$ cat config.mk
export PLATFORM = sky130hd
export DESIGN_NAME = ebsc_state_control
export DESIGN_NICKNAME = d
export VERILOG_FILES = /design/src/ebsc_pkg.sv /design/src/ebsc_timer.sv /design/src/ebsc_phase.sv /design/src/ebsc_state_control.sv
export SDC_FILE = /design/constraint.sdc
export NUM_CORES = 1
export LEC_CHECK = 0
export BUFFER_PORTS_ARGS = -buffer_cell sky130_fd_sc_hd__buf_2
export CAP_MARGIN = 20
export CORE_MARGIN = 2
export CORE_UTILIZATION = 48
export CTS_CLUSTER_DIAMETER = 40
export DETAILED_ROUTE_END_ITERATION = 10
export PLACE_DENSITY_LB_ADDON = 0.05
export SETUP_SLACK_MARGIN = 0.4
export SLEW_MARGIN = 40
export SYNTH_ARGS = -nofsm -noshare
export SYNTH_HDL_FRONTEND = slang
export SYNTH_SLANG_ARGS = --single-unit
$ cat constraint.sdc
create_clock -name clk -period 3.1 [get_ports clk]
set_input_delay 0.62 -clock clk [delete_from_list [all_inputs] [get_ports clk]]
set_output_delay 0.62 -clock clk [all_outputs]
set_load 0.005 [all_outputs]
$ cat src/ebsc_pkg.sv
// Package for the energy buffer state controller.
// Assumes a 250 MHz core clock and register access through a byte port.
package ebsc_pkg;

	localparam int CLK_MHZ = 250;

	// Timing figures in their own units
	localparam int STARTUP_MS      = 20;
	localparam int LOWBAT_US       = 16;
	localparam int WARN_PULSE_US   = 100;
	localparam int CONV_FREQ_MHZ   = 1;

	localparam int STARTUP_CYCLES  = STARTUP_MS * 1000 * CLK_MHZ;
	localparam int LOWBAT_CYCLES   = LOWBAT_US * CLK_MHZ;
	localparam int WARN_CYCLES     = WARN_PULSE_US * CLK_MHZ;
	localparam int CONV_CYCLES     = CLK_MHZ / CONV_FREQ_MHZ;

	// Register offsets
	localparam logic [7:0] ADDR_STATUS  = 8'h00;
	localparam logic [7:0] ADDR_VCAP    = 8'h05;
	localparam logic [7:0] ADDR_PROFILE = 8'h07;
	localparam logic [7:0] ADDR_CMD     = 8'h08;
	localparam logic [7:0] ADDR_WARN    = 8'h09;
	localparam logic [7:0] ADDR_CHARGE  = 8'h10;
	localparam logic [7:0] ADDR_FIX     = 8'h11;
	localparam logic [7:0] ADDR_CEIL    = 8'h12;

	// Field positions
	localparam int ST_READY   = 0;
	localparam int ST_LOWBAT  = 1;
	localparam int ST_ALARM   = 5;
	localparam int ST_WARNING = 6;
	localparam int CMD_DEMAND = 0;
	localparam int CMD_CONT   = 1;
	localparam int CMD_ACT    = 2;
	localparam int CMD_AUTO   = 3;
	localparam int WARN_EN    = 7;
	localparam int CHG_HIZ    = 4;
	localparam int CEIL_SEL   = 4;

	// Reset values
	localparam logic [7:0] CHARGE_RST  = 8'h00;
	localparam logic [7:0] CEIL_RST    = 8'h10;
	localparam logic [7:0] CMD_RST     = 8'h00;
	localparam logic [7:0] WARN_RST    = 8'h04;
	localparam logic [7:0] FIX_RST     = 8'h08;
	localparam logic [5:0] PROF_RST    = 6'h01;

	// Charge current code, then level codes in capacitor readback units
	localparam logic [2:0] ICH_EMERGENCY = 3'h4;
	localparam logic [4:0] CEIL_LOW      = 5'h10;
	localparam logic [4:0] CEIL_HIGH     = 5'h1f;
	localparam logic [4:0] FIX_BASE      = 5'h08;
	localparam logic [4:0] LEVEL_EMPTY   = 5'h00;

	typedef enum logic [1:0] {
		ST_STARTUP = 2'b00,
		ST_STANDBY = 2'b01,
		ST_CHARGE  = 2'b10,
		ST_ACTIVE  = 2'b11
	} ebsc_state_t;

	typedef enum logic [1:0] {
		PH_OFF          = 2'b00,
		PH_CHARGE_BOOST = 2'b01,
		PH_ACTIVE_BUCK  = 2'b10,
		PH_ACTIVE_BOOST = 2'b11
	} ebsc_phase_t;

endpackage

$ cat src/ebsc_timer.sv
// Counts cycles while run is high and flags when the count is reached.
// Assumes run drops to restart the count.
module ebsc_timer
	import ebsc_pkg::*;
#(
	parameter int COUNT = 16
)
(
	input  wire logic clk,
	input  wire logic rstn,
	input  wire logic run,
	output logic      done
);
	logic [31:0] cnt_r;

	always_ff @(posedge clk or negedge rstn)
	begin
		if (!rstn)
			cnt_r <= 32'h0;
		else if (!run)
			cnt_r <= 32'h0;
		else if (cnt_r < 32'(COUNT))
			cnt_r <= cnt_r + 32'h1;
	end

	assign done = run && (cnt_r >= 32'(COUNT));
endmodule

$ cat src/ebsc_phase.sv
// Converter switch phase generator at a fixed 1 MHz period.
// Assumes the mode input is stable over many periods.
module ebsc_phase
	import ebsc_pkg::*;
(
	input  wire logic        clk,
	input  wire logic        rstn,
	input  wire ebsc_phase_t mode,
	output logic             swPre,
	output logic             sw1,
	output logic             sw2,
	output logic             sw3,
	output logic             sw4
);
	logic [7:0] cnt_r;
	logic       primary;

	// Fixed frequency period counter
	always_ff @(posedge clk or negedge rstn)
	begin
		if (!rstn)
			cnt_r <= 8'h00;
		else if (cnt_r == 8'(CONV_CYCLES - 1))
			cnt_r <= 8'h00;
		else
			cnt_r <= cnt_r + 8'h01;
	end // RULE20

	assign primary = cnt_r < 8'(CONV_CYCLES / 2);

	// Switch pairs per phase
	always_ff @(posedge clk or negedge rstn)
	begin
		if (!rstn)
		begin
			swPre <= 1'b0;
			sw1   <= 1'b0;
			sw2   <= 1'b0;
			sw3   <= 1'b0;
			sw4   <= 1'b0;
		end
		else
		begin
			unique case (mode)
				PH_OFF:
				begin
					swPre <= 1'b0;
					sw1   <= 1'b0;
					sw2   <= 1'b0;
					sw3   <= 1'b0;
					sw4   <= 1'b0;
				end
				PH_CHARGE_BOOST:
				begin
					swPre <= primary; // RULE22
					sw1   <= 1'b0;
					sw2   <= !primary;
					sw3   <= primary;
					sw4   <= !primary;
				end
				PH_ACTIVE_BUCK:
				begin
					swPre <= 1'b0; // RULE22
					sw1   <= primary;
					sw2   <= 1'b0;
					sw3   <= !primary;
					sw4   <= 1'b1;
				end
				PH_ACTIVE_BOOST:
				begin
					swPre <= 1'b0; // RULE22
					sw1   <= !primary;
					sw2   <= primary;
					sw3   <= 1'b0;
					sw4   <= 1'b1;
				end
			endcase
		end
	end
endmodule

$ cat src/ebsc_state_control.sv
// Operating state controller: sequencing, alarms, ready pin, converter mode.
// Assumes a serial front end that presents one byte register access per
// cycle, and analog comparators already synchronous to clk.

// Summary of operation
// RULE1 - Startup lasts 20 ms, then Standby
// RULE2 - Host waits 20 ms before serial access
// RULE3 - Standby accepts register writes
// RULE4 - Settings kept while supply uninterrupted
// RULE5 - Standby holds ready pin and bit low
// RULE6 - Demand, continuous or auto start enter Charge
// RULE7 - Charge current from field charge_and_battery_settings[7:5]
// RULE8 - Codes 0-3 normal, 4 emergency
// RULE9 - Pause charging while battery below minimum
// RULE10 - Low battery over 16 us sets flag
// RULE11 - Target from fixed field or optimizer
// RULE12 - Never charge above selected ceiling
// RULE13 - Capacitor level readable at 0x05[4:0]
// RULE14 - On-demand enters Active at end-of-charge
// RULE15 - Continuous stays charging and tops up
// RULE16 - Force active; clearing demand returns Standby
// RULE17 - Continuous activate toggles Active and Charge
// RULE18 - Enabled warning flags and pulses ready low
// RULE19 - Output alarm holds ready low until Charge
// RULE20 - Converter switches at fixed 1 MHz
// RULE21 - Precharge below 1.6 V, boost above
// RULE22 - Switch pairs per converter phase
// RULE23 - Ready bit mirrors ready pin
// RULE24 - High-impedance bit floats switched output
// RULE25 - Reset enters Startup, clears mode bits
module ebsc_state_control
	import ebsc_pkg::*;
#(
	parameter int STARTUP_COUNT = STARTUP_CYCLES
)
(
	input  wire logic       clk,
	input  wire logic       rstn,
	input  wire logic       regWrEn,
	input  wire logic [7:0] regAddr,
	input  wire logic [7:0] regWrData,
	output logic      [7:0] regRdData,
	input  wire logic       startPin,
	input  wire logic [4:0] capLevel,
	input  wire logic       capAbovePrecharge,
	input  wire logic       batteryLow,
	input  wire logic       outputLow,
	input  wire logic       capBelowOutput,
	input  wire logic [4:0] optTarget,
	output logic            readyPin,
	output logic      [2:0] chargeCurrentCode,
	output logic            emergencyCharge,
	output logic      [2:0] batteryMinCode,
	output logic      [3:0] outputVoltageCode,
	output logic            chargeRun,
	output logic            switchedOutputHiZ,
	output logic            switchedOutputToBattery,
	output logic            alwaysOnFromBattery,
	output ebsc_state_t     stateOut,
	output logic            prechargeSwitch,
	output logic            sw1,
	output logic            sw2,
	output logic            sw3,
	output logic            sw4
);
	ebsc_state_t state_r;
	ebsc_state_t state_nxt;
	ebsc_phase_t phaseMode;

	logic [7:0] cmd_r;
	logic [7:0] chargeCfg_r;
	logic [7:0] ceilCfg_r;
	logic [7:0] warnCfg_r;
	logic [7:0] fixCfg_r;
	logic [5:0] profile_r;
	logic [4:0] vcap_r;
	logic       lowBat_r;
	logic       alarm_r;
	logic       warning_r;
	logic       reachedOnce_r;
	logic       readyPin_r;

	logic       demandReq;
	logic       contReq;
	logic       actReq;
	logic [4:0] endLevel;
	logic       reached;
	logic       startupDone;
	logic       lowBatDone;
	logic       warnPulse;
	logic       warnSet;
	logic       enterCharge;
	logic       readyLevel;

	function automatic logic [4:0] minLevel(input logic [4:0] a,
		input logic [4:0] b);
		minLevel = (a < b) ? a : b;
	endfunction

	function automatic logic regHit(input logic [7:0] addr);
		regHit = regWrEn && (regAddr == addr) && (state_r != ST_STARTUP);
	endfunction

	assign demandReq = cmd_r[CMD_DEMAND] || (cmd_r[CMD_AUTO] && startPin);
	assign contReq   = cmd_r[CMD_CONT];
	assign actReq    = cmd_r[CMD_ACT];

	// End-of-charge level, clamped to the ceiling
	assign endLevel = minLevel((profile_r == 6'h00) ?
		(FIX_BASE + {1'b0, fixCfg_r[7:4]}) : optTarget, // RULE11
		ceilCfg_r[CEIL_SEL] ? CEIL_HIGH : CEIL_LOW); // RULE12
	assign reached  = capLevel >= endLevel;

	ebsc_timer #(.COUNT(STARTUP_COUNT)) u_startup (
		.clk  (clk),
		.rstn (rstn),
		.run  (state_r == ST_STARTUP),
		.done (startupDone)
	);

	ebsc_timer #(.COUNT(LOWBAT_CYCLES)) u_lowbat (
		.clk  (clk),
		.rstn (rstn),
		.run  ((state_r == ST_CHARGE) && batteryLow),
		.done (lowBatDone)
	); // RULE10

	assign warnSet = (state_r == ST_ACTIVE) && warnCfg_r[WARN_EN] &&
		(capLevel < {1'b0, warnCfg_r[3:0]});

	ebsc_timer #(.COUNT(WARN_CYCLES)) u_warn (
		.clk  (clk),
		.rstn (rstn),
		.run  (warning_r && (state_r == ST_ACTIVE)),
		.done (warnPulse)
	);

	// Next state
	always_comb
	begin
		state_nxt = state_r;
		unique case (state_r)
			ST_STARTUP:
				if (startupDone)
					state_nxt = ST_STANDBY; // RULE1
			ST_STANDBY:
				if (demandReq || contReq)
					state_nxt = ST_CHARGE; // RULE6
			ST_CHARGE:
				if (!demandReq && !contReq)
					state_nxt = ST_STANDBY;
				else if (actReq)
					state_nxt = ST_ACTIVE; // RULE16
				else if (!contReq && reached)
					state_nxt = ST_ACTIVE; // RULE14
			ST_ACTIVE:
				if (contReq)
				begin
					if (!actReq)
						state_nxt = ST_CHARGE; // RULE17
				end
				else if (!demandReq)
					state_nxt = ST_STANDBY; // RULE16
		endcase
	end

	assign enterCharge = (state_nxt == ST_CHARGE) && (state_r != ST_CHARGE);

	always_ff @(posedge clk or negedge rstn)
	begin
		if (!rstn)
			state_r <= ST_STARTUP; // RULE25
		else
			state_r <= state_nxt;
	end

	// Command and configuration registers
	always_ff @(posedge clk or negedge rstn)
	begin
		if (!rstn)
		begin
			cmd_r       <= CMD_RST; // RULE25
			chargeCfg_r <= CHARGE_RST;
			ceilCfg_r   <= CEIL_RST;
			warnCfg_r   <= WARN_RST; // RULE18
			fixCfg_r    <= FIX_RST;
			profile_r   <= PROF_RST;
		end
		else
		begin
			// Held until overwritten
			if (regHit(ADDR_CMD))
				cmd_r <= regWrData; // RULE3 RULE4
			if (regHit(ADDR_CHARGE))
				chargeCfg_r <= regWrData; // RULE3
			if (regHit(ADDR_CEIL))
				ceilCfg_r <= regWrData; // RULE3
			if (regHit(ADDR_WARN))
				warnCfg_r <= regWrData;
			if (regHit(ADDR_FIX))
				fixCfg_r <= regWrData;
			if (regHit(ADDR_PROFILE))
				profile_r <= regWrData[5:0];
		end
	end

	// Capacitor readback, frozen in Standby
	always_ff @(posedge clk or negedge rstn)
	begin
		if (!rstn)
			vcap_r <= LEVEL_EMPTY;
		else if ((state_r == ST_CHARGE) || (state_r == ST_ACTIVE))
			vcap_r <= capLevel; // RULE13
	end

	// Sticky alarms; setting wins over clearing
	always_ff @(posedge clk or negedge rstn)
	begin
		if (!rstn)
		begin
			lowBat_r      <= 1'b0;
			alarm_r       <= 1'b0;
			warning_r     <= 1'b0;
			reachedOnce_r <= 1'b0;
		end
		else
		begin
			if (lowBatDone)
				lowBat_r <= 1'b1; // RULE10
			else if (enterCharge && (state_r == ST_STANDBY))
				lowBat_r <= 1'b0;
			if ((state_r == ST_ACTIVE) && outputLow)
				alarm_r <= 1'b1; // RULE19
			else if (enterCharge)
				alarm_r <= 1'b0; // RULE19
			if (warnSet)
				warning_r <= 1'b1; // RULE18
			else if (enterCharge)
				warning_r <= 1'b0;
			if ((state_r == ST_CHARGE) && reached)
				reachedOnce_r <= 1'b1;
			else if (state_r == ST_STANDBY)
				reachedOnce_r <= 1'b0;
		end
	end

	// Ready pin level
	assign readyLevel = !alarm_r && (capLevel != LEVEL_EMPTY) &&
		!(warning_r && !warnPulse) && // RULE18
		((state_r == ST_ACTIVE) ||
		((state_r == ST_CHARGE) && contReq && reachedOnce_r));

	always_ff @(posedge clk or negedge rstn)
	begin
		if (!rstn)
			readyPin_r <= 1'b0; // RULE25
		else if (state_nxt == ST_STANDBY)
			readyPin_r <= 1'b0; // RULE5
		else
			readyPin_r <= readyLevel; // RULE19
	end

	assign readyPin = readyPin_r;
	assign stateOut = state_r;

	// Register readback
	always_comb
	begin
		regRdData = 8'h00;
		unique case (regAddr)
			ADDR_STATUS:
			begin
				regRdData[ST_READY]   = readyPin_r; // RULE23
				regRdData[ST_LOWBAT]  = lowBat_r;
				regRdData[ST_ALARM]   = alarm_r;
				regRdData[ST_WARNING] = warning_r;
			end
			ADDR_VCAP:    regRdData = {3'h0, vcap_r};
			ADDR_PROFILE: regRdData = {2'h0, profile_r};
			ADDR_CMD:     regRdData = cmd_r;
			ADDR_WARN:    regRdData = warnCfg_r;
			ADDR_CHARGE:  regRdData = chargeCfg_r;
			ADDR_FIX:     regRdData = fixCfg_r;
			ADDR_CEIL:    regRdData = ceilCfg_r;
			default:      regRdData = 8'h00;
		endcase
	end

	// Charge control and output path
	always_ff @(posedge clk or negedge rstn)
	begin
		if (!rstn)
		begin
			chargeCurrentCode       <= 3'h0;
			emergencyCharge         <= 1'b0;
			batteryMinCode          <= 3'h0;
			outputVoltageCode       <= 4'h0;
			chargeRun               <= 1'b0;
			switchedOutputHiZ       <= 1'b0;
			switchedOutputToBattery <= 1'b1;
			alwaysOnFromBattery     <= 1'b1;
		end
		else
		begin
			chargeCurrentCode <= chargeCfg_r[7:5]; // RULE7
			emergencyCharge   <= chargeCfg_r[7:5] == ICH_EMERGENCY; // RULE8
			batteryMinCode    <= chargeCfg_r[2:0];
			outputVoltageCode <= warnCfg_r[3:0];
			chargeRun <= (state_r == ST_CHARGE) && !batteryLow && // RULE9
				!reached; // RULE15
			switchedOutputHiZ <= (state_r != ST_ACTIVE) &&
				chargeCfg_r[CHG_HIZ]; // RULE24
			switchedOutputToBattery <= (state_r != ST_ACTIVE) &&
				!chargeCfg_r[CHG_HIZ]; // RULE24
			alwaysOnFromBattery <= state_r != ST_ACTIVE;
		end
	end

	// Converter phase selection
	always_comb
	begin
		phaseMode = PH_OFF;
		if (chargeRun && capAbovePrecharge && (state_r == ST_CHARGE))
			phaseMode = PH_CHARGE_BOOST; // RULE21
		else if (state_r == ST_ACTIVE)
			phaseMode = capBelowOutput ? PH_ACTIVE_BOOST : PH_ACTIVE_BUCK;
	end

	logic swPreBoost;

	ebsc_phase u_phase (
		.clk   (clk),
		.rstn  (rstn),
		.mode  (phaseMode),
		.swPre (swPreBoost),
		.sw1   (sw1),
		.sw2   (sw2),
		.sw3   (sw3),
		.sw4   (sw4)
	);

	// Low-current precharge below threshold
	assign prechargeSwitch = swPreBoost ||
		(chargeRun && !capAbovePrecharge && (state_r == ST_CHARGE)); // RULE21
endmodule

### Word level (Yosys, flattened, before mapping)

Cells that the tools add are included.

| word-level totals | value |
|---|---|
| logic and storage cells | 176 |
| output and inout port bits | 31 |
| bits of input ports | 34 |
| register bits after elaboration | 182 |

| operators by class | value |
|---|---|
| mux-type cells | 39 |
| eq/ne operators | 22 |
| add/sub/neg operators | 5 |
| $lt $le $gt $ge | 10 |
| reduce and logical (&&, ||, !) cells | 70 |

Operators by type and width:

| kind | count |
|---|---|
| $mux 32 | 6 |
| $add 32x1->32 const B | 3 |
| $logic_and 1x1->1 | 40 |
| $ge 32x12->1 const B | 1 |
| $ge 32x15->1 const B | 1 |
| $ge 32x23->1 const B | 1 |
| $lt 32x12->1 const B | 1 |
| $lt 32x15->1 const B | 1 |
| $lt 32x23->1 const B | 1 |
| $eq 8x5->1 const B | 3 |
| $pmux 3 s7 | 1 |
| $mux 2 | 10 |
| $eq 8x3->1 const B | 2 |
| $eq 8x4->1 const B | 2 |
| $pmux 2 s8 | 1 |
| $pmux 2 s7 | 1 |
| $pmux 1 s3 | 4 |
| $eq 2x2->1 const B | 5 |
| $logic_not 1->1 | 10 |
| $mux 5 | 2 |
| $ne 2x2->1 const B | 5 |
| $reduce_bool 2->1 | 5 |
| $mux 1 | 9 |
| $add 8x1->8 const B | 1 |
| other kinds (20) | 30 |

### Logic depth before layout (Yosys ltp)

Gate-level depths: netlist of the first run.

| depth | value |
|---|---|
| word-level depth | 15 |
| gate-level depth with buffers | 17 |
| mapped depth without buffers | 17 |

### Modules after synthesis

A second synthesis of the first run with hierarchy kept.

| unflattened totals | value |
|---|---|
| cells, all modules | 824 |
| area, all modules | 9087.5 sq um |

By module, submodules not included:

| module | sequential area each (sq um) | cells an instance | instances | area an instance (sq um) |
|---|---|---|---|---|
| ebsc_state_control | 1834.3 | 323 | 1 | 3834.9 |
| ebsc_timer at u_startup | 800.8 | 173 | 1 | 1621.6 |
| ebsc_timer at u_warn | 800.8 | 141 | 1 | 1478.9 |
| ebsc_timer at u_lowbat | 800.8 | 123 | 1 | 1451.4 |
| ebsc_phase | 325.3 | 64 | 1 | 700.7 |

### Worst setup path before layout of the first run

Ideal clock, no wire load.

| timing | value |
|---|---|
| path kind | register -> register |
| start | reg profile_r[2] |
| end | reg reachedOnce_r |
| path buffers | 0 |
| period minus slack after synthesis | 3319 ps |
| arrival | 3191 ps |
| library setup time | 128 ps |
| data required time | 2972 ps |
| setup slack | -219 ps |
| stages on the path, launching flop included | 16 |
| cells stage by stage | dfrtp_1 > nor4_1 > nand2_1 > mux2_2 > ha_1 > o21a_1 > o21ai_0 > nor2b_1 > nor3_1 > or3_1 > ha_1 > a21oi_1 > o21ai_0 > a21oi_1 > o21ai_0 > o2bb2ai_1 |

| between the ends | value |
|---|---|
| longest elaborated chain between the ends | 7 |
| elaborated cells on any way between the ends | 8 |
| classes of those cells | 2 x order compare; 3 x mux; 3 x reduce/logical |

Ends and longest elaborated chain:

| what | line | source |
|---|---|---|
| start, declared | ebsc_state_control.sv:75 | `logic [5:0] profile_r;` |
| start signal, assigned | ebsc_state_control.sv:203 | `profile_r <= regWrData[5:0];` |
| $logic_not 6->1 * | ebsc_state_control.sv:109 | `assign endLevel = minLevel((profile_r == 6'h00) ?` |
| $mux 5 * | ebsc_state_control.sv:109 |  |
| $lt 5x5->1 | ebsc_state_control.sv:97 | `minLevel = (a < b) ? a : b;` |
| $mux 5 * | ebsc_state_control.sv:97 |  |
| $ge 5x5->1 * | ebsc_state_control.sv:112 | `assign reached = capLevel >= endLevel;` |
| $logic_and 1x1->1 * | ebsc_state_control.sv:240 | `if ((state_r == ST_CHARGE) && reached)` |
| $mux 1 or $reduce_bool 2->1 (tied branches) | - |  |
| end signal, assigned | ebsc_state_control.sv:224 | `reachedOnce_r <= 1'b0;` |
| end signal, assigned | ebsc_state_control.sv:241 | `reachedOnce_r <= 1'b1;` |
| end signal, assigned | ebsc_state_control.sv:243 | `reachedOnce_r <= 1'b0;` |
| end, declared | ebsc_state_control.sv:80 | `logic reachedOnce_r;` |

Mark *: on every way between the ends. The rest lies on a longest branch, timed or not.
A chain may end at the register's enable or synchronous reset.

### Worst setup path after layout of the first run

| timing | value |
|---|---|
| start | reg profile_r[2] |
| end | reg chargeRun |

| between the ends | value |
|---|---|
| longest elaborated chain between the ends | 7 |

Ends and longest elaborated chain:

| what | line | source |
|---|---|---|
| $logic_not 6->1 * | ebsc_state_control.sv:109 |  |
| $mux 5 * | ebsc_state_control.sv:109 |  |
| $lt 5x5->1 | ebsc_state_control.sv:97 |  |
| $mux 5 * | ebsc_state_control.sv:97 |  |
| $ge 5x5->1 * | ebsc_state_control.sv:112 |  |
| $logic_not 1->1 * | ebsc_state_control.sv:310 | `!reached;` |
| $logic_and 1x1->1 * | ebsc_state_control.sv:309 | `chargeRun <= (state_r == ST_CHARGE) && !batteryLow &&` |
| end signal, assigned | ebsc_state_control.sv:309 |  |
| end, declared | ebsc_state_control.sv:55 | `output logic chargeRun,` |

Marked as above.

==> results of run 1 <==
## state kept, by name (all words and copies together), names as in the netlist, 2 cells and up
signal             flops
u_lowbat.cnt_r        32
u_startup.cnt_r       32
u_warn.cnt_r          32
ceilCfg_r              8
chargeCfg_r            8
cmd_r                  8
fixCfg_r               8
u_phase.cnt_r          8
warnCfg_r              8
profile_r              6
vcap_r                 5
outputVoltageCode      4
batteryMinCode         3
chargeCurrentCode      3
stateOut               2
## synthesized netlist by cell type (10+ instances only)
| library cell | count |
|---|---|
| ha_1 | 20 |
| nor3_1 | 10 |
| clkbuf_1 | 24 |
| and3_1 | 34 |
| mux2_2 | 51 |
| nand4_1 | 23 |
| dfrtp_1 | 176 |
| xor2_1 | 31 |
| mux2i_1 | 12 |
| nand2_1 | 57 |
| nand3_1 | 17 |
| o21ai_0 | 29 |
| nor4_1 | 11 |
| nor2_1 | 61 |
| and2_1 | 32 |
| a21oi_1 | 20 |
| inv_1 | 21 |
## area by class of cell
class | instances | area [um2] | share of cell area
sequential | 182 | 4560 | 0.463
multi-input combinational | 516 | 3730 | 0.379
timing repair buffer | 97 | 606 | 0.0615
clock buffer | 17 | 425 | 0.0432
tap | 225 | 282 | 0.0286
clock inverter | 15 | 156 | 0.0159
inverter | 21 | 78.8 | 0.00801
## power groups by stage
stage	sequential (W)	combinational, W	clock (W)
2_1_floorplan	0.00242	0.0000252	0
3_3_place_gp	0.00242	0.000122	0
3_5_place_dp	0.00242	0.000126	0
4_1_cts	0.00237	0.000129	0.00220
5_1_grt	0.00237	0.000146	0.00230
6_report	0.00237	0.000128	0.00214
## logic make-up after synthesis
group | count (synthesis) | synth area share
buffers and inverters | 53 | 0.0253
AOI/OAI and AO/OA | 95 | 0.0760
adders and majority gates | 20 | 0.0300
DFF | 182 | 0.546
and+or+nand+nor | 299 | 0.200
xor gates and xnor gates | 38 | 0.0399
muxes | 63 | 0.0831
## through the flow
step / hold slack, ns / cells
2_1_floorplan: 0.324 / 750
3_3_place_gp: 0.382 / 1037
3_5_place_dp: 0.393 / 1037
4_1_cts: 0.204 / 1071
5_1_grt: 0.231 / 1073
6_report: 0.188 / 1073
## how the worst min path moves through the flow
stage | slack, ns | start | cells after the start | end
after floorplan | 0.32 | rstn | 0 | alarm_r
after global placement | 0.38 | chargeCfg_r[1] | 0 | batteryMinCode[1]
after detailed placement | 0.39 | chargeCfg_r[1] | 0 | batteryMinCode[1]
after CTS | 0.20 | rstn | 1 | u_phase.cnt_r[0]
after global routing | 0.23 | rstn | 1 | u_phase.cnt_r[2]
final | 0.19 | rstn | 1 | u_warn.cnt_r[30]
## critical path: cells and delay by family (launching register included)
family          cells  cell delay, ns
simple gates        6            1.11
compound gates      6            0.67
fa+ha+maj           2            0.57
flops               1            0.41
mux                 1            0.35
buf+inv             1            0.14
## cell usage in the layout (no fill, tap or decap), types with 9 or more instances in the layout
master     instances
dfrtp_1          176
clkbuf_16         17
mux2i_1           12
buf_2             62
a21oi_1           18
xor2_1            31
and3_1            32
nand2_1           54
buf_4             31
mux2_2            49
and2_1            32
nor2_1            61
nand4_1           23
o21ai_0           25
nor4_1             9
inv_1             21
nand3_1           16
ha_1              17
## per-layer routing
| layer | share of wire | wire length [um] |
|---|---|---|
| met5 | 0 | 0 |
| met4 | 0.010 | 189 |
| met3 | 0.029 | 550 |
| met2 | 0.50 | 9380 |
| met1 | 0.46 | 8730 |
## timing repair
item,4_1_cts,5_1_grt
cloned,1,0
setup endpoints to repair,11,11
resized for setup,14,8
setup buffers,1,2
pin swaps,11,10
==> impl_metrics.ini, run 1 <==
[power]
vdd_drop_max_mv = 0.357
p_clk_frac = 0.461
seq_power_share = 0.511
p_leak_nw = 4.79
p_sw_frac = 0.234
pwr_density_cell_nw_per_um2 = 471
power_frac_comb = 0.028
switchingPower_w = 0.00109
total_power_w = 0.00464
p_int_w = 0.00355

[logic_synthesis]
synth.distinct_cells = 68
synth_top_area_cell = dfrtp_1
synth_seq_cells = 182
synth_edf_count = 0
synth_area_um2 = 8350
synth_top_area_share = 0.527
ys.flop_type = dfrtp_1
syn_nets = 804
yosys-top-cells-area = dfrtp_1, mux2_2, xor2_1
avgSynthCellArea_um2 = 11.1
synthCells = 750
yosysWarnings = 0
ys_seq_area_frac = 0.546
async_reset_ff_frac = 1.00

[floorplan]
die_h_um = 136
die_x_um = 136
initial_core_util = 0.486
die-area_um2 = 18500
ioPinCount = 65
rows = 48
core_area_um2 = 17200

[setup_path]
path_max_fanout = 4
required_ns = 3.46
timing.rr.start = profile_r[2]
cp-startpoint = profile_r[2]
worstRegToRegCells = 16
path_class = reg2reg
end_kind = flip-flop
max_stage_delay_ns = 0.41
crit_path_top_delay_cell = dfrtp_1
arrival_ns = 3.68
timing.critical_path.mode_cell = a21oi_2
crit_chain = nor4_4, nand2_2, mux2_4, ha_4, o21a_1, o21ai_2, nor2b_2, nor3_2, a21oi_1, ha_1, nand2b_4, a21oi_2, o21ai_1, a21oi_2, buf_4, and3b_1
r2r-end = chargeRun
r2r_slack_ns = -0.22
crit_path_end = chargeRun
start_kind = flip-flop

[layout]
area_growth_pct = 17.9
drive_above_1_share = 0.269
fin_area_um2 = 9840
fillers = 1528
final_nets = 889
post-route-util = 0.573
diodes = 0

[detailed_routing]
routedWlPerCell_um = 17.6
drt_iter0_markers = 353
postRouteWirelength_um = 18900
vias = 5979
antenna_left = 0
firstDrtPassIters = 7
drc_errors = 0
routed_via_density = 5.57

[sta]
fin_crit_sh = 1.07
max_freq_mhz = 301
rsz0062_at_grt = true
max_slew_margin = 0.523
hold_viol = 0
fin_ws_ns = -0.217
setup_tns_ns = -0.635
drv_slew = 0
skew_ns = 0.0118
worstMarginPinSlew_ns = 0.710
setup_viol = 3
period_needed_ns = 3.32

[clocking]
hold_buffers = 0
clock_latency_ns = 0.43
cts_buffers = 17
cts_tree = built
root_buffer = clkbuf_16
cts_max_level = 4
cts.clk_slew.worst_paths_ns = 0.07
clock_path_buffers = 2
cts_sinks = 182

[placement]
gp_congestion = 0.891
place_ws_ns = -0.399
port-buffer-count = 64
dpl.hpwl_um = 12900
place_area_um2 = 9110

[run_status]
status = finished with violations
violations = setup timing

[global_route]
grt_max_degree = 67
antenna_found_initial = 0
grt-ovfl-total = 0
top_usage_layer = met2
grt_pass1_wl_um = 30900
track_usage = 0.214
grtUsageMet3 = 0.0436
use_met2 = 0.351
grt_pass1_vias = 6028
grt_use_met1 = 0.294

[flow_run]
max_cap_viol_count = 0

[min_path]
hp-class = in2async
Power figures use the tool's default switching activity.
==> run 2: changes to the inputs <==
--- a/config.mk
+++ b/config.mk
@@ -9,6 +9,7 @@
 export CAP_MARGIN = 20
 export CORE_MARGIN = 2
 export CORE_UTILIZATION = 48
+export CTS_BUF_LIST = sky130_fd_sc_hd__clkbuf_4 sky130_fd_sc_hd__clkbuf_8
 export CTS_CLUSTER_DIAMETER = 40
 export DETAILED_ROUTE_END_ITERATION = 10
 export PLACE_DENSITY_LB_ADDON = 0.05
==> run 2 against run 1 <==
  * The run still ends with setup timing left
  * Worst setup slack worse by 0.010 ns
  * Combinational power about the same
  * Cell count did not move
  * Clock skew grew 0.0046 ns
  * Register-to-register slack barely moved
  * Fmax fell by 0.31%
  * Sequential share of layout area up 0.92 points
  * Critical path depth stayed put
  * Clock power shrank 25%
  * Global-route usage grew 0.066 points
  * Flip-flop and latch count is the same
  * Largest cell class unchanged
  * Largest power group unchanged
==> impl_metrics.ini, run 2 (synthesized netlist as in run 1, its figures left out) <==
[setup_path]
r2r-end = chargeRun
crit_chain = nor4_4, nand2_2, mux2_4, ha_4, o21a_1, o21ai_2, nor2b_2, nor3_2, a21oi_1, ha_1, nand2b_4, a21oi_2, o21ai_1, a21oi_2, buf_4, and3b_1
crit_path_end = chargeRun
path_max_fanout = 4
path_class = reg2reg
arrival_ns = 3.72
timing.critical_path.mode_cell = a21oi_2
cp-startpoint = profile_r[2]
max_stage_delay_ns = 0.42
worstRegToRegCells = 16
crit_path_top_delay_cell = dfrtp_1
r2r_slack_ns = -0.23
cp_num_buf_inv = 1
end_kind = flip-flop
cp_top_family = simple AND/OR/NAND/NOR gates
path_depth = 16
timing.rr.start = profile_r[2]
required_ns = 3.49
start_kind = flip-flop

[global_route]
grt_max_degree = 67
grt_pass1_vias = 6047
antenna_found_initial = 0
grt-ovfl-total = 0
track_usage = 0.215
grt_pass1_wl_um = 30900

[placement]
gp_congestion = 0.891
dpl.hpwl_um = 12900
place_ws_ns = -0.399
port-buffer-count = 64

[sta]
period_needed_ns = 3.33
hold-worst-slack_ns = 0.142
max_slew_margin = 0.516
max_freq_mhz = 301
setup_tns_ns = -0.663
rsz0062_at_grt = true
fin_crit_sh = 1.07
worstMarginPinSlew_ns = 0.720
hold_viol = 0
fin_ws_ns = -0.228
setup_viol = 3
drv_slew = 0
skew_ns = 0.0164

[power]
p_leak_nw = 4.70
seq_power_share = 0.578
p_int_w = 0.00308
vdd_drop_max_mv = 0.253
power_frac_comb = 0.031
switchingPower_w = 0.00103
p_sw_frac = 0.250
pwr_density_cell_nw_per_um2 = 425
p_clk_frac = 0.391

[layout]
top_regs = u_lowbat.cnt_r: 32 flops, u_startup.cnt_r: 32 flops, u_warn.cnt_r: 32 flops
drive_above_1_share = 0.269
fillers = 1556
diodes = 0
post-route-util = 0.562
area_growth_pct = 15.6
most-common-layout-cells = dfrtp_1, buf_2, nor2_1
final_common_cell = dfrtp_1
final_nets = 889

[floorplan]
die-area_um2 = 18500
rows = 48
die_x_um = 136
die_h_um = 136
initial_core_util = 0.486
ioPinCount = 65
core_area_um2 = 17200

[detailed_routing]
firstDrtPassIters = 6
vias = 6020
antenna_left = 0
drc_errors = 0
routed_via_density = 5.61
drt_iter0_markers = 375
postRouteWirelength_um = 18800
routedWlPerCell_um = 17.5

[clocking]
clock_latency_ns = 0.46
cts_buffers = 17
root_buffer = clkbuf_8
clock_path_buffers = 2
cts_max_level = 4
cts.clk_slew.worst_paths_ns = 0.11
cts_sinks = 182
cts_tree = built

[run_status]
status = finished with violations
violations = setup timing

[min_path]
hp-class = in2async

[flow_run]
max_cap_viol_count = 0
==> run 2: cell types whose count changed in the layout (fill, tap and decap cells not counted) <==
cell	before	now
clkbuf_16	17	0
clkbuf_8	0	17
==> run 2: metal layers <==
metal | up-vias | track usage | routed length [um]
li1 | 2845 | - | -
met1 | 3029 | 0.294 | 8630
met2 | 132 | 0.352 | 9290
met3 | 14 | 0.0459 | 702
met4 | 0 | 0.0532 | 182
met5 | - | 0 | 0
==> run 2: power groups by stage <==
stage / Sequential (W) / Clock [W] / Combinational [W]
global route: 0.00237 / 0.00177 / 0.000146
finish: 0.00237 / 0.00161 / 0.000128
global placement: 0.00242 / 0 / 0.000122
CTS: 0.00237 / 0.00165 / 0.000130
floorplan: 0.00242 / 0 / 0.0000252
detailed placement: 0.00242 / 0 / 0.000126
==> run 2: timing repair <==
item	CTS	global route
buffers inserted	1	2
setup endpoints to repair	11	11
resized for setup	14	8
cloned	1	0
pin swaps	11	10
endpoints found under the hold margin	0	0
hold buffers	0	0
==> run 2: per-stage QoR <==
stage | total power, W | std cells | area, um2
4_1_cts | 0.00416 | 1071 | 9570
2_1_floorplan | 0.00245 | 750 | 8380
3_3_place_gp | 0.00254 | 1037 | 9110
5_1_grt | 0.00429 | 1073 | 9650
6_report | 0.00411 | 1073 | 9650
3_5_place_dp | 0.00255 | 1037 | 9110
==> run 2: worst min-delay path by stage <==
stage | slack [ns] | depth (start not counted) | start | end
finish | 0.14 | 1 | rstn | u_phase.cnt_r[0]
CTS | 0.15 | 1 | rstn | u_phase.cnt_r[0]
global route | 0.16 | 1 | rstn | u_phase.cnt_r[0]
floorplan | 0.32 | 0 | rstn | alarm_r
global placement | 0.38 | 0 | chargeCfg_r[1] | batteryMinCode[1]
detailed placement | 0.39 | 0 | chargeCfg_r[1] | batteryMinCode[1]
==> run 2: worst reg2reg max path, stage by stage (launching register included) <==
cell and delay, ns:
dfrtp_1 0.42, nor4_4 0.30, nand2_2 0.14, mux2_4 0.35
ha_4 0.27, o21a_1 0.13, o21ai_2 0.07, nor2b_2 0.15
nor3_2 0.25, a21oi_1 0.08, ha_1 0.30, nand2b_4 0.14
a21oi_2 0.13, o21ai_1 0.09, a21oi_2 0.17, buf_4 0.14
and3b_1 0.14
==> run 2: cell type report <==
cell class              count  area, um2  area share
repair buffers             97        606      0.0627
flip-flops and latches    182       4560       0.473
multi-input cells         516       3730       0.387
clock inverters            15        156      0.0162
clock buffers              17        234      0.0242
inverters                  21       78.8     0.00817
well taps                 225        282      0.0292
